## src/verilog/cmd_source_pkg.sv

```systemverilog
// Constants for the command source selector: register map,
// field positions, reset values and the source-mode codes.
// Assumes a 32-bit classic Wishbone register bus.
package cmd_source_pkg;

    // Source-mode codes
    typedef enum logic [1:0] {
        MODE_TERMINAL = 2'h0,
        MODE_BUS      = 2'h1,
        MODE_AND      = 2'h2,
        MODE_OR       = 2'h3
    } mode_type;

    ////////////////////////////////////////////////////////////////
    // Register byte offsets
    localparam logic [7:0] OFS_MODE    = 8'h00;
    localparam logic [7:0] OFS_BUSCMD  = 8'h04;
    localparam logic [7:0] OFS_STATUS  = 8'h08;

    ////////////////////////////////////////////////////////////////
    // Mode register fields
    localparam int MODE_DIR_POS    = 0;
    localparam int MODE_SETUP_POS  = 2;
    localparam int MODE_PRESET_POS = 4;

    // Bus command register fields
    localparam int BUS_DIR_POS     = 0;
    localparam int BUS_SETUP_POS   = 1;
    localparam int BUS_PRESET_POS  = 3;

    // Status register fields
    localparam int STAT_CCW_POS    = 0;
    localparam int STAT_SETUP_POS  = 1;
    localparam int STAT_PRESET_POS = 4;

    ////////////////////////////////////////////////////////////////
    // Reset values
    localparam mode_type   RST_DIR_MODE    = MODE_TERMINAL;
    localparam mode_type   RST_SETUP_MODE  = MODE_OR;
    localparam mode_type   RST_PRESET_MODE = MODE_OR;
    localparam logic [2:0] RST_NUMBER      = 3'h1;
    localparam logic [1:0] RST_PAIR        = 2'h0;
    localparam logic [31:0] RST_DATA       = 32'h0000_0000;

endpackage : cmd_source_pkg

```

## src/verilog/command_source_selector.sv

```systemverilog
// Command source selector: merges terminal and serial-bus commands
// for rotation direction, setup selection and preset selection.
// Assumes terminal inputs already synchronous to ref_clk and a
// classic Wishbone master on the register port.
//
// Summary of operation
// - Direction from terminal, bus, AND or OR per mode; 1 means counter-clockwise.
// - Setup number is the merged two-bit code plus one.
// - AND mode merges bus and terminal pairs bitwise with AND.
// - OR mode merges bus and terminal pairs bitwise with OR.
// - Preset selection merges the same way under its own mode, one to four.
// - Mode codes 0 terminal, 1 bus, 2 AND, 3 OR; setup/preset reset OR.
// - Direction mode resets to terminal only.
// - Bus-only mode ignores the terminal input entirely.
`timescale 1ns/100ps

module command_source_selector (
    // Clock and reset
    input  wire logic        ref_clk,
    input  wire logic        rst_n,
    // Wishbone slave
    input  wire logic        cyc_i,
    input  wire logic        stb_i,
    input  wire logic        we_i,
    input  wire logic [7:0]  adr_i,
    input  wire logic [3:0]  sel_i,
    input  wire logic [31:0] dat_i,
    output logic      [31:0] dat_o,
    output logic             ack_o,
    // Digital input terminals
    input  wire logic        directionInputTerminal,
    input  wire logic [1:0]  setupTerminal,
    input  wire logic [1:0]  presetTerminal,
    // Merged commands
    output logic             directionCcw,
    output logic [2:0]       setupNumber,
    output logic [2:0]       presetNumber
);

    ////////////////////////////////////////////////////////////////
    // Merge of a terminal pair and a bus pair under a source mode
    function automatic logic [1:0] mergePair(
        input cmd_source_pkg::mode_type mode,
        input logic [1:0]               term,
        input logic [1:0]               bus
    );
        logic [1:0] res;
        res = term;
        unique case (mode)
            cmd_source_pkg::MODE_TERMINAL: res = term;
            cmd_source_pkg::MODE_BUS:      res = bus;
            cmd_source_pkg::MODE_AND:      res = term & bus;
            cmd_source_pkg::MODE_OR:       res = term | bus;
        endcase
        return res;
    endfunction : mergePair

    // Selection number is code plus one
    function automatic logic [2:0] toNumber(input logic [1:0] code);
        return {1'b0, code} + 3'h1;
    endfunction : toNumber

    ////////////////////////////////////////////////////////////////
    // Register and output state
    cmd_source_pkg::mode_type dirMode_reg;
    cmd_source_pkg::mode_type dirMode_next;
    cmd_source_pkg::mode_type setupMode_reg;
    cmd_source_pkg::mode_type setupMode_next;
    cmd_source_pkg::mode_type presetMode_reg;
    cmd_source_pkg::mode_type presetMode_next;
    logic        busDir_reg;
    logic        busDir_next;
    logic [1:0]  busSetup_reg;
    logic [1:0]  busSetup_next;
    logic [1:0]  busPreset_reg;
    logic [1:0]  busPreset_next;
    logic        ack_reg;
    logic        ack_next;
    logic [31:0] dat_reg;
    logic [31:0] dat_next;
    logic        ccw_reg;
    logic        ccw_next;
    logic [2:0]  setupNum_reg;
    logic [2:0]  setupNum_next;
    logic [2:0]  presetNum_reg;
    logic [2:0]  presetNum_next;

    logic        busReq;
    logic        busWrite;
    logic [1:0]  dirPair;
    logic [31:0] modeWord;
    logic [31:0] busWord;
    logic [31:0] statusWord;

    assign dat_o        = dat_reg;
    assign ack_o        = ack_reg;
    assign directionCcw = ccw_reg;
    assign setupNumber  = setupNum_reg;
    assign presetNumber = presetNum_reg;

    ////////////////////////////////////////////////////////////////
    // Read-back words; unused bits read as zero
    always_comb begin
        modeWord   = cmd_source_pkg::RST_DATA;
        busWord    = cmd_source_pkg::RST_DATA;
        statusWord = cmd_source_pkg::RST_DATA;
        modeWord[cmd_source_pkg::MODE_DIR_POS +: 2]    = dirMode_reg;
        modeWord[cmd_source_pkg::MODE_SETUP_POS +: 2]  = setupMode_reg;
        modeWord[cmd_source_pkg::MODE_PRESET_POS +: 2] = presetMode_reg;
        busWord[cmd_source_pkg::BUS_DIR_POS]           = busDir_reg;
        busWord[cmd_source_pkg::BUS_SETUP_POS +: 2]    = busSetup_reg;
        busWord[cmd_source_pkg::BUS_PRESET_POS +: 2]   = busPreset_reg;
        statusWord[cmd_source_pkg::STAT_CCW_POS]          = ccw_reg;
        statusWord[cmd_source_pkg::STAT_SETUP_POS +: 3]   = setupNum_reg;
        statusWord[cmd_source_pkg::STAT_PRESET_POS +: 3]  = presetNum_reg;
    end

    ////////////////////////////////////////////////////////////////
    // Wishbone slave: ack one cycle after the request, for one cycle
    assign busReq   = cyc_i & stb_i;
    // Write lands on the edge at which the master sees ack
    assign busWrite = busReq & we_i & ack_reg & sel_i[0];

    always_comb begin
        ack_next        = busReq & ~ack_reg;
        dat_next        = cmd_source_pkg::RST_DATA;
        dirMode_next    = dirMode_reg;
        setupMode_next  = setupMode_reg;
        presetMode_next = presetMode_reg;
        busDir_next     = busDir_reg;
        busSetup_next   = busSetup_reg;
        busPreset_next  = busPreset_reg;
        if (busReq && !ack_reg && !we_i) begin
            unique case (adr_i)
                cmd_source_pkg::OFS_MODE:   dat_next = modeWord;
                cmd_source_pkg::OFS_BUSCMD: dat_next = busWord;
                cmd_source_pkg::OFS_STATUS: dat_next = statusWord;
                default:                    dat_next = cmd_source_pkg::RST_DATA;
            endcase
        end
        // Numeric codes only; every two-bit value is a legal mode
        if (busWrite && adr_i == cmd_source_pkg::OFS_MODE) begin
            dirMode_next    = cmd_source_pkg::mode_type'(
                dat_i[cmd_source_pkg::MODE_DIR_POS +: 2]);
            setupMode_next  = cmd_source_pkg::mode_type'(
                dat_i[cmd_source_pkg::MODE_SETUP_POS +: 2]);
            presetMode_next = cmd_source_pkg::mode_type'(
                dat_i[cmd_source_pkg::MODE_PRESET_POS +: 2]);
        end
        if (busWrite && adr_i == cmd_source_pkg::OFS_BUSCMD) begin
            busDir_next    = dat_i[cmd_source_pkg::BUS_DIR_POS];
            busSetup_next  = dat_i[cmd_source_pkg::BUS_SETUP_POS +: 2];
            busPreset_next = dat_i[cmd_source_pkg::BUS_PRESET_POS +: 2];
        end
    end

    always_ff @(posedge ref_clk or negedge rst_n) begin
        if (!rst_n) begin
            ack_reg        <= 1'b0;
            dat_reg        <= cmd_source_pkg::RST_DATA;
            dirMode_reg    <= cmd_source_pkg::RST_DIR_MODE;
            setupMode_reg  <= cmd_source_pkg::RST_SETUP_MODE;
            presetMode_reg <= cmd_source_pkg::RST_PRESET_MODE;
            busDir_reg     <= 1'b0;
            busSetup_reg   <= cmd_source_pkg::RST_PAIR;
            busPreset_reg  <= cmd_source_pkg::RST_PAIR;
        end else begin
            ack_reg        <= ack_next;
            dat_reg        <= dat_next;
            dirMode_reg    <= dirMode_next;
            setupMode_reg  <= setupMode_next;
            presetMode_reg <= presetMode_next;
            busDir_reg     <= busDir_next;
            busSetup_reg   <= busSetup_next;
            busPreset_reg  <= busPreset_next;
        end
    end

    ////////////////////////////////////////////////////////////////
    // Command merge, registered so outputs never glitch downstream
    always_comb begin
        dirPair = mergePair(dirMode_reg,
                            {1'b0, directionInputTerminal},
                            {1'b0, busDir_reg});
        ccw_next       = dirPair[0];
        setupNum_next  = toNumber(mergePair(setupMode_reg,
                            setupTerminal, busSetup_reg));
        presetNum_next = toNumber(mergePair(presetMode_reg,
                            presetTerminal, busPreset_reg));
    end

    always_ff @(posedge ref_clk or negedge rst_n) begin
        if (!rst_n) begin
            ccw_reg       <= 1'b0;
            setupNum_reg  <= cmd_source_pkg::RST_NUMBER;
            presetNum_reg <= cmd_source_pkg::RST_NUMBER;
        end else begin
            ccw_reg       <= ccw_next;
            setupNum_reg  <= setupNum_next;
            presetNum_reg <= presetNum_next;
        end
    end
endmodule : command_source_selector

```

## config.mk

```make
export PLATFORM = sky130hd
export DESIGN_NAME = command_source_selector
export DESIGN_NICKNAME = d
export VERILOG_FILES = /design/src/verilog/cmd_source_pkg.sv /design/src/verilog/command_source_selector.sv
export SDC_FILE = /design/constraint.sdc
export NUM_CORES = 1
export LEC_CHECK = 0
export BUFFER_PORTS_ARGS = -buffer_cell sky130_fd_sc_hd__buf_2
export CORE_ASPECT_RATIO = 1.75
export CORE_MARGIN = 2
export CORE_UTILIZATION = 40
export CTS_CLUSTER_DIAMETER = 150
export DETAILED_ROUTE_END_ITERATION = 8
export HOLD_SLACK_MARGIN = 0.15
export PLACE_DENSITY = 0.84
export SYNTH_ARGS = -nofsm -noshare
export SYNTH_HDL_FRONTEND = slang
export SYNTH_SLANG_ARGS = --single-unit
```

## constraint.sdc

```tcl
create_clock -name ref_clk -period 1.85 [get_ports ref_clk]
set_input_delay 0.0925 -clock ref_clk [delete_from_list [all_inputs] [get_ports ref_clk]]
set_output_delay 0.0925 -clock ref_clk [all_outputs]
set_load 0.005 [all_outputs]
```

# After elaboration in Yosys (flattened, before gate mapping)
# Index checks and enable logic that the tools add are counted.
# totals
register_bits	51
in_bits	54
output_inout_bits	40
word_cells	51
# classes
add_sub_neg	2
eq_ne	11
muxes	5
bitwise	12
reduce_logical	10
# ops
operator	count
$pmux 7 s3	1
$pmux 2 s4	2
$eq 2x2->1 const B	6
$eq 8x3->1 const B	1
$eq 8x4->1 const B	1
$logic_not 8->1	1
$mux 7	1
$add 2x1->3 const B	2
$and 1x1->1	6
$eq 2x1->1 const B	3
$logic_not 2->1	3
$and 2x2->2	2
$logic_and 1x1->1	4
$or 2x2->2	2
$pmux 1 s4	1
$logic_not 1->1	2
$not 1->1	1
$or 1x1->1	1

# Logic depth before layout (Yosys ltp)
# Gate-level depths: netlist of run 1.
# depth
word_depth	5
ltp_mapped	4
mapped_depth_nobuf	4

# Least setup slack after synthesis of run 1
# OpenSTA, ideal clock, no wires.
# synth_timing
path_type	reg2reg
start	register setupMode_reg[0]
end	register setupNum_reg[1], in the netlist setupNumber[1]
setup_time_ns	0.126
arrival_ns	1.177
required_time_ns	1.724
slack_ns	0.547
stages_incl_launch_ff	5
n_path_buf	0
period_less_slack_ns	1.303
path_cell_list	dfstp_2 > nor2_1 > o21a_1 > a21o_1 > ha_1
# synth_via
elab_chain_len	3
word_cells_on_any_way	6
cone_classes	add/sub (1); eq/ne (3); mux (1); reduce/logical (1)
# synth_rtl
element	line_no	source
start, declared	command_source_selector.sv:67	cmd_source_pkg::mode_type setupMode_reg;
start signal, assigned	command_source_selector.sv:162	setupMode_reg <= cmd_source_pkg::RST_SETUP_MODE;
start signal, assigned	command_source_selector.sv:171	setupMode_reg <= setupMode_next;
$eq 2x2->1 (tied with other cells)	command_source_selector.sv:49	unique case (mode)
$pmux 2 s4 *	command_source_selector.sv:49	
$add 2x1->3 *	command_source_selector.sv:60	return {1'b0, code} + 3'h1;
named net setupNum_next[1]	command_source_selector.sv:84	logic [2:0] setupNum_next;
end signal, assigned	command_source_selector.sv:195	setupNum_reg <= cmd_source_pkg::RST_NUMBER;
end signal, assigned	command_source_selector.sv:199	setupNum_reg <= setupNum_next;
end, declared	command_source_selector.sv:83	logic [2:0] setupNum_reg;
# Mark *: on every way through the listed nets, which the timed path passes. The rest lies on a longest branch.
# A chain may end at the register's enable or synchronous reset.

# Final worst setup path of run 1
# layout_timing
start	input port adr_i[6]
end	register dat_reg[6], in the netlist dat_o[6]
# layout_via
elab_chain_len	3
word_cells_on_any_way	5
cone_classes	eq/ne (2); mux (2); reduce/logical (1)
# layout_rtl
element	line_no	source
start, declared	command_source_selector.sv:25	input wire logic [7:0] adr_i,
$eq 8x4->1 (tied with other cells)	command_source_selector.sv:134	unique case (adr_i)
$pmux 7 s3 *	command_source_selector.sv:134	
$mux 7 *	command_source_selector.sv:133	if (busReq && !ack_reg && !we_i) begin
named net dat_next[6]	command_source_selector.sv:80	logic [31:0] dat_next;
end signal, assigned	command_source_selector.sv:160	dat_reg <= cmd_source_pkg::RST_DATA;
end signal, assigned	command_source_selector.sv:169	dat_reg <= dat_next;
end, declared	command_source_selector.sv:79	logic [31:0] dat_reg;
# Marks and branches as above.

==> impl_metrics.env, run 1 <==
export IMPL_vias=1028
export IMPL_place_hpwl_um=1930
export IMPL_clock_power_share_pct=32.7
export IMPL_grt_max_degree=27
export IMPL_swShare_pct=22.1
export IMPL_netlist_area_um2=1370
export IMPL_p_int_mw=0.845
export IMPL_wl_per_cell_um=11.5
export IMPL_busiest_layer="met2"
export IMPL_drc=0
export IMPL_critical_path_max_fanout=2
export IMPL_fin_ws_ns=0.144
export IMPL_grt_use_total_pct=14.4
export IMPL_worst_hold_path_type="input pin to flip-flop"
export IMPL_fp_row_count=28
export IMPL_p_leak_nw=0.905
export IMPL_endpoint_kind="flip-flop"
export IMPL_slew_headroom_pct=63.1
export IMPL_setup_viol=0
export IMPL_comb_power_share_pct=13.0
export IMPL_maxSlewViolCount=0
export IMPL_yosysWarnings=0
export IMPL_ys_seq_area_share_pct=48.0
export IMPL_rsz0062_at_grt="false"
export IMPL_dieWidth_um=48.3
export IMPL_synth_cell_type_count=28
export IMPL_power_density_nw_per_um2=619
export IMPL_crit_type="input pin to flip-flop"
export IMPL_fin_crit_ns=1.71
export IMPL_routed_wl_um=2570
export IMPL_fin_cells=224
export IMPL_nNetsFinal=236
export IMPL_clock_sinks=26
export IMPL_start_util_pct=41.2
export IMPL_cts_tree="done"
export IMPL_tightestPinTransition_ns=0.553
export IMPL_grt_pass1_vias=978
export IMPL_antenna_found_initial=0
export IMPL_drt_iter0_drc=9
export IMPL_finalCritPeriodShare_pct=92.2
export IMPL_cp_arrival_ns=1.88
export IMPL_reg2reg_slack_ns=0.43
export IMPL_netlist_instances=121
export IMPL_power_switching_mw=0.240
export IMPL_finalSetupTns_ns=0
export IMPL_place_inst=202
export IMPL_syn_to_final_growth_pct=27.6
export IMPL_status="complete, no violations"
export IMPL_largest_reg_flops=7
export IMPL_p_total_mw=1.08
export IMPL_fmax_mhz=586
export IMPL_synth_seq_cells=26
export IMPL_ioPinCount=94
export IMPL_core_area_um2=3330
export IMPL_avgSynthCellArea_um2=11.3
export IMPL_drive_gt1_share_pct=35.8
export IMPL_grt_ovfl_total=0
export IMPL_max_vdd_ir_drop_v=0.000296
export IMPL_pwr_share_seq_pct=54.2
export IMPL_n_antenna_cell=0
export IMPL_clk_latency_ns=0.27
export IMPL_crit_required_ns=2.02
export IMPL_pre_cts_slack_ns=0.395
export IMPL_ctsRootBufferMaster="clkbuf_8"
export IMPL_grt_util_met3_pct=1.54
export IMPL_path_clk_slew_ns=0.08
export IMPL_fin_util_pct=52.6
export IMPL_place_gp_congestion=0.750
export IMPL_first_pass_iters=2
export IMPL_cts_made_buffers=3
export IMPL_cts_max_level=1
export IMPL_use_met2_pct=27.9
export IMPL_clock_skew_ns=0.00430
export IMPL_final_antenna_net_count=0
export IMPL_dieArea_um2=3930
export IMPL_hold_viol_final=0
export IMPL_start_kind="input pin"
export IMPL_clockBufferDepth=2
export IMPL_port_buffers=39
export IMPL_met1_usage_pct=13.5
export IMPL_ctsResizeCount=0
export IMPL_drv_cap=0
export IMPL_via_per_inst=4.59
export IMPL_grt_pass1_wl_um=4060
export IMPL_die_height_um=81.5
==> placed cells by master, fill, tap and decap left out, types with 2 or more instances in the layout <==
cell and n:
o21ai_0 5, xnor2_1 2, conb_1 25, nand2_1 5, nor2_1 7, mux2i_1 6, ha_1 2, clkbuf_8 4
a21o_1 3, a2bb2oi_1 4, a21oi_1 4, inv_1 3, nand4_1 2, dfrtp_1 20, mux2_2 11, nor4_1 2
dfstp_2 6, o21a_1 2, dlygate4sd3_1 18, buf_2 39
==> routing by layer <==
metal,vias up,wire [um]
li1,491,-
met1,486,823
met2,47,1540
met3,4,164
met4,0,42
met5,-,0
==> worst max-delay path, stage by stage <==
cell and delay, ns:
dlygate4sd3_1 0.53, buf_2 0.12, nor3_1 0.22, dlygate4sd3_1 0.60
nand2_1 0.07, nor4_1 0.25
==> repair_timing <==
action,4_1_cts,5_1_grt
setup buffers,0,0
hold endpoints to repair,36,0
hold buffers,18,0
==> power by group through the flow <==
stage / logic (mW) / registers (mW) / clock network [mW]
3_3_place_gp: 0.109 / 0.598 / 0
5_1_grt: 0.161 / 0.590 / 0.397
2_1_floorplan: 0.0899 / 0.600 / 0
4_1_cts: 0.141 / 0.588 / 0.366
6_report: 0.141 / 0.588 / 0.355
3_5_place_dp: 0.112 / 0.599 / 0
==> kinds of logic after synthesis <==
| group | synth area share (%) |
|---|---|
| xor gates and xnor gates | 1.28 |
| buffers and inverters | 15.2 |
| muxes | 13.4 |
| AOI/OAI and AO/OA | 8.58 |
| adders and majority gates | 1.82 |
| other | 0.273 |
| and+or+nand+nor | 11.4 |
| DFF | 48.0 |
==> final cells by class <==
class	count	area [um^2]
fill	301	1580
sequential	26	658
multi-input combinational	89	594
timing repair buffer	57	375
tap	45	56.3
clock buffer	4	55.1
inverter	3	11.3
==> synthesized netlist by cell type <==
master | count | area share, %
nor3_1 | 1 | 0.36
a21o_1 | 3 | 1.6
nor2_1 | 7 | 1.9
xnor2_1 | 2 | 1.3
and3b_1 | 1 | 0.64
nor4_1 | 2 | 0.91
buf_4 | 25 | 14
ha_1 | 2 | 1.8
or2_2 | 1 | 0.46
dfrtp_1 | 20 | 36
a21oi_1 | 4 | 1.5
mux2i_1 | 6 | 4.4
nor2b_4 | 1 | 1.0
buf_2 | 2 | 0.73
o21a_1 | 2 | 1.1
a2bb2oi_1 | 4 | 2.6
and4bb_2 | 1 | 0.91
nand3_1 | 1 | 0.36
nand4_1 | 2 | 0.91
inv_1 | 3 | 0.82
dfstp_2 | 6 | 11
conb_1 | 1 | 0.27
mux2_2 | 11 | 9.0
o21ai_0 | 5 | 1.8
and3_1 | 1 | 0.46
or4_1 | 1 | 0.55
nand2_1 | 5 | 1.4
nor4_4 | 1 | 1.6
==> path summary, 6_finish.rpt <==
| kind | depth (start not counted) | to | start |
|---|---|---|---|
| max | 6 | dat_o[6] | adr_i[6] |
| min | 4 | presetNumber[0] | presetTerminal[0] |
| max reg2reg | 3 | dirMode_reg[1] | ack_o |
| min reg2reg | 2 | dat_o[6] | presetNumber[2] |
| max in group asynchronous | 2 | setupMode_reg[1] | rst_n |
| min in group asynchronous | 2 | dat_o[6] | rst_n |
==> per-stage QoR <==
step                      instance area, um^2  hold WS [ns]
after floorplan                          1460        -0.203
after global placement                   1520         0.111
after detailed placement                 1520         0.112
after CTS                                1750         0.155
after global routing                     1750         0.175
final                                    1750         0.158
No activity file was read; power rests on OpenSTA's default activity.
==> run 2, diff against run 1 <==
==> constraint.sdc (replaced) <==
create_clock -name ref_clk -period 1.85 [get_ports ref_clk]
set_input_delay 0.2775 -clock ref_clk [delete_from_list [all_inputs] [get_ports ref_clk]]
set_output_delay 0.2775 -clock ref_clk [all_outputs]
set_load 0.005 [all_outputs]
==> run 2 against run 1 <==
Against the previous run:
- worst hold slack improved by 0.055 ns
- sequential share of layout area rose by 4.1 points
- via count fell by 6.0%
- final area fell by 9.9%
- first-iteration DRC count fell by 67%
- die area did not move
- largest cell class unchanged
- clock power fell by 9.6%
- clock skew rose by 0.0051 ns
- fmax rose by 24%
- combinational power fell by 21%
==> impl_metrics.env, run 2 (synthesis results as in run 1) <==
export IMPL_path_clk_slew_ns=0.09
export IMPL_grt_use_total_pct=12.2
export IMPL_drt_iter0_drc=3
export IMPL_status="complete, no violations"
export IMPL_critical_path_max_fanout=6
export IMPL_wl_met1_um=725
export IMPL_wl_met2_um=1280
export IMPL_ioPinCount=94
export IMPL_finalCritPeriodShare_pct=74.3
export IMPL_layout_common_cells="buf_2 (39), conb_1 (25), dfrtp_1 (20), mux2_2 (11), nor2_1 (7)"
export IMPL_crit_required_ns=2.02
export IMPL_drive_gt1_share_pct=39.3
export IMPL_cp_cell_sequence="nor2_1, o21a_1, a21o_1, ha_1"
export IMPL_maxSlewViolCount=0
export IMPL_max_vdd_ir_drop_v=0.000291
export IMPL_p_leak_nw=0.829
export IMPL_wl_per_cell_um=10.9
export IMPL_drv_cap=0
export IMPL_grt_pass1_wl_um=3370
export IMPL_final_antenna_net_count=0
export IMPL_slowest_stage="dfstp_2"
export IMPL_hold_viol_final=0
export IMPL_fin_ws_ns=0.476
export IMPL_place_inst=203
export IMPL_grt_max_degree=27
export IMPL_dr_wl_met3_um=193
export IMPL_fmax_mhz=728
export IMPL_start_util_pct=41.2
export IMPL_pre_cts_slack_ns=0.282
export IMPL_cp_arrival_ns=1.54
export IMPL_finalSetupTns_ns=0
export IMPL_clock_skew_ns=0.00944
export IMPL_endpoint_kind="flip-flop"
export IMPL_dieArea_um2=3930
export IMPL_port_buffers=39
export IMPL_power_density_nw_per_um2=647
export IMPL_core_area_um2=3330
export IMPL_slowest_delay_ns=0.58
export IMPL_ctsRootBufferMaster="clkbuf_8"
export IMPL_fin_crit_ns=1.37
export IMPL_antenna_found_initial=0
export IMPL_routed_wl_um=2280
export IMPL_die_height_um=81.5
export IMPL_cts_made_buffers=3
export IMPL_mostFrequentLayoutCell="buf_2"
export IMPL_ctsResizeCount=0
export IMPL_worst_hold_path_type="input pin to flip-flop"
export IMPL_vias=966
export IMPL_path_buf_inv=0
export IMPL_top_layer="met4"
export IMPL_fillCellCount=331
export IMPL_fp_row_count=28
export IMPL_place_hpwl_um=1860
export IMPL_grt_ovfl_total=0
export IMPL_first_pass_iters=4
export IMPL_fin_cells=208
export IMPL_place_gp_congestion=0.752
export IMPL_crit_type="flip-flop to flip-flop"
export IMPL_grt_pass1_vias=865
export IMPL_clk_latency_ns=0.27
export IMPL_fin_util_pct=47.4
export IMPL_clock_sinks=26
export IMPL_n_antenna_cell=0
export IMPL_start_kind="flip-flop"
export IMPL_rsz0062_at_grt="false"
export IMPL_tightestPinTransition_ns=0.558
export IMPL_syn_to_final_growth_pct=15.1
export IMPL_cts_tree="done"
export IMPL_clockBufferDepth=2
export IMPL_largest_reg_flops=7
export IMPL_slew_headroom_pct=62.8
export IMPL_cts_max_level=1
export IMPL_drc=0
export IMPL_dieWidth_um=48.3
export IMPL_via_per_inst=4.64
export IMPL_cpLargestDelayFamily="flip-flops"
export IMPL_nNetsFinal=220
export IMPL_setup_viol=0
[run 2: cell count changes in the layout (fill, tap and decap cells not counted)]
| cell | change |
|---|---|
| dlygate4sd3_1 | -17 |
| clkbuf_1 | +1 |
| buf_4 | +1 |
| clkbuf_8 | -1 |
[run 2: tightest hold or removal path, cell delays in order]
cell and delay [ns]:
buf_2 0.08, nand2_1 0.04, nand2_1 0.05
[run 2: per-stage QoR]
step / hold WS, ns / area (um^2) / total power [mW]
CTS: 0.213 / 1580 / 1.03
detailed placement: 0.299 / 1520 / 0.710
global placement: 0.297 / 1520 / 0.708
finish: 0.213 / 1580 / 1.02
global route: 0.244 / 1580 / 1.06
floorplan: -0.0181 / 1460 / 0.690
[run 2: per-layer routing]
layer | up-vias | GRT usage, %
met5 | - | 0
met4 | 0 | 8.11
met3 | 5 | 1.76
met2 | 49 | 23.2
met1 | 457 | 10.2
li1 | 455 | -
[run 2: report_power, final]
part,switching [mW],total (mW),leakage (nW),internal (mW)
Clock,0.167,0.321,0.0228,0.154
Combinational,0.0619,0.112,0.474,0.0496
Sequential,0.00581,0.588,0.332,0.582
[run 2: final timing paths]
path | to | slack [ns] | startpoint | cells past startpoint
setup / recovery | setupNumber[1] | 0.48 | setupMode_reg[0] | 4
hold / removal | directionCcw | 0.21 | directionInputTerminal | 3
setup reg to reg | setupNumber[1] | 0.48 | setupMode_reg[0] | 4
hold reg to reg | dat_o[6] | 0.51 | presetNumber[2] | 2
max in group asynchronous | setupMode_reg[1] | 0.95 | rst_n | 2
min in group asynchronous | setupNumber[2] | 0.52 | rst_n | 2
[run 2: final cells by class]
type	count	area (um^2)	share of cell area, %
clock buffer	4	45.0	2.85
tap	45	56.3	3.57
timing repair buffer	41	213	13.5
multi-input combinational	89	594	37.7
sequential	26	658	41.7
inverter	3	11.3	0.714
[run 2: timing repair]
item                                   in CTS  in global routing
setup buffers                               0                  0
hold buffers                                1                  0
endpoints found under the hold margin      20                  0
setup endpoints to repair                   0                  0
==> run 3, diff against run 2 <==
==> constraint.sdc (replaced) <==
create_clock -name ref_clk -period 1.3 [get_ports ref_clk]
set_input_delay 0.195 -clock ref_clk [delete_from_list [all_inputs] [get_ports ref_clk]]
set_output_delay 0.195 -clock ref_clk [all_outputs]
set_load 0.005 [all_outputs]
==> run 3 against run 2 <==
Against the previous run:
- the run now ends with negative setup slack left
- count of clock-buffer cells in the layout is the same
- clock power grew 58%
- combinational power grew 63%
- via count grew 5.8%
- register-to-register slack lost 0.52 ns
- final cell count grew 5.8%
- worst setup slack lost 0.52 ns
- critical path depth is the same
- global-route usage grew 1.3 points
- worst hold slack lost 0.051 ns
- sequential power grew 42%
==> impl_metrics.env, run 3 (synthesis results as in run 1) <==
export IMPL_grt_max_degree=27
export IMPL_clock_skew_ns=0.00221
export IMPL_dieWidth_um=48.3
export IMPL_finalCritPeriodShare_pct=103
export IMPL_crit_type="flip-flop to flip-flop"
export IMPL_slew_headroom_pct=63.5
export IMPL_cp_arrival_ns=1.50
export IMPL_layout_common_cells="buf_2 (39), conb_1 (25), dfrtp_1 (20), mux2_4 (11), buf_4 (8)"
export IMPL_first_pass_iters=3
export IMPL_pwr_share_seq_pct=54.8
export IMPL_clk_latency_ns=0.27
export IMPL_mostFrequentLayoutCell="buf_2"
export IMPL_cts_tree="done"
export IMPL_place_gp_congestion=0.778
export IMPL_maxSlewViolCount=0
export IMPL_fin_cells=220
export IMPL_hold_viol_final=0
export IMPL_start_kind="flip-flop"
export IMPL_syn_to_final_growth_pct=26.6
export IMPL_grt_ovfl_total=0
export IMPL_fin_area_um2=1740
export IMPL_vias=1022
export IMPL_endpoint_kind="flip-flop"
export IMPL_drt_iter0_drc=21
export IMPL_power_density_nw_per_um2=879
export IMPL_fin_crit_ns=1.34
export IMPL_via_per_inst=4.65
export IMPL_drv_cap=0
export IMPL_worst_hold_path_type="input pin to flip-flop"
export IMPL_cts_made_buffers=3
export IMPL_clock_sinks=26
export IMPL_dieArea_um2=3930
export IMPL_largest_reg_flops=7
export IMPL_max_vdd_ir_drop_v=0.000331
export IMPL_wl_per_cell_um=12.0
export IMPL_port_buffers=39
export IMPL_fillCellCount=298
export IMPL_drive_gt1_share_pct=42.9
export IMPL_ctsRootBufferMaster="clkbuf_8"
export IMPL_grt_pass1_vias=969
export IMPL_final_antenna_net_count=0
export IMPL_start_util_pct=41.2
export IMPL_status="finished with violations"
export IMPL_grt_pass1_wl_um=3800
export IMPL_ioPinCount=94
export IMPL_cts_max_level=1
export IMPL_register_area_um2=658
export IMPL_fin_ws_ns=-0.0391
export IMPL_die_height_um=81.5
export IMPL_setup_viol=1
export IMPL_place_hpwl_um=2020
export IMPL_dpl_instance_area_um2=1570
export IMPL_antenna_found_initial=0
export IMPL_crit_required_ns=1.46
export IMPL_swShare_pct=22.3
export IMPL_p_leak_nw=0.936
export IMPL_drc=0
export IMPL_fmax_mhz=747
export IMPL_n_antenna_cell=0
export IMPL_fp_row_count=28
export IMPL_multi_input_area_um2=638
export IMPL_path_clk_slew_ns=0.08
export IMPL_clock_power_share_pct=33.2
export IMPL_rsz0062_at_grt="true"
export IMPL_clockBufferDepth=2
export IMPL_p_int_mw=1.19
export IMPL_violations="negative setup slack"
export IMPL_nNetsFinal=232
export IMPL_routed_wl_um=2640
export IMPL_critical_path_max_fanout=2
export IMPL_core_area_um2=3330
export IMPL_comb_power_share_pct=12.0
export IMPL_grt_use_total_pct=13.5
export IMPL_power_switching_mw=0.341
export IMPL_place_inst=209
export IMPL_tightestPinTransition_ns=0.548
-- run 3: final cells by class --
class	instances	share of cell area, %
inverter	3	0.648
multi-input combinational	89	36.7
sequential	26	37.9
timing repair buffer	53	18.3
tap	45	3.24
clock buffer	4	3.17
-- run 3: power groups by stage --
stage	Sequential [mW]	Combinational [mW]	Clock (mW)
5_1_grt	0.839	0.208	0.566
4_1_cts	0.837	0.177	0.523
3_3_place_gp	0.852	0.163	0
3_5_place_dp	0.852	0.167	0
6_report	0.836	0.183	0.508
2_1_floorplan	0.854	0.128	0
-- run 3: path summary, 6_finish.rpt --
path | from | end | slack, ns | depth (start not counted)
worst max-delay path | setupMode_reg[1] | setupNumber[1] | -0.04 | 4
worst min-delay path | dat_i[5] | presetMode_reg[1] | 0.16 | 2
worst max register to register | setupMode_reg[1] | setupNumber[1] | -0.04 | 4
worst min register to register | presetNumber[2] | dat_o[6] | 0.53 | 2
max in group asynchronous | rst_n | setupMode_reg[1] | 0.49 | 2
min in group asynchronous | rst_n | dat_o[6] | 0.44 | 2
-- run 3: critical path: stages (launching register included) --
cell,delay [ns]
dfstp_2,0.57
nor2_2,0.05
o21a_1,0.18
a21o_1,0.17
ha_1,0.26
-- run 3: metal layers --
layer | GRT usage, % | wire, um | vias up
met1 | 9.77 | 864 | 492
met3 | 1.54 | 121 | 8
met5 | 0 | 0 | -
met2 | 27.5 | 1550 | 46
li1 | - | - | 476
met4 | 8.92 | 104 | 0
-- run 3: timing repair --
| item | in CTS | in global routing |
|---|---|---|
| resized for setup | 2 | 12 |
| hold endpoints to repair | 21 | 1 |
| buffers inserted | 3 | 0 |
| endpoints found under the setup margin | 9 | 12 |
| hold buffers | 2 | 2 |
| pin swaps | 2 | 1 |
-- run 3: stage by stage --
step                      utilization (%)  power (mW)   TNS, ns  hold slack [ns]  setup WS, ns
after floorplan                         -       0.982         0           -0.101       0.00995
after global placement               47.2        1.02    -0.147            0.211       -0.0282
after detailed placement             47.2        1.02    -0.349            0.214       -0.0541
after CTS                            50.3        1.54  -0.00235            0.151      -0.00235
after global routing                 52.2        1.61    -0.141            0.157       -0.0541
final                                52.2        1.53   -0.0391            0.162       -0.0391
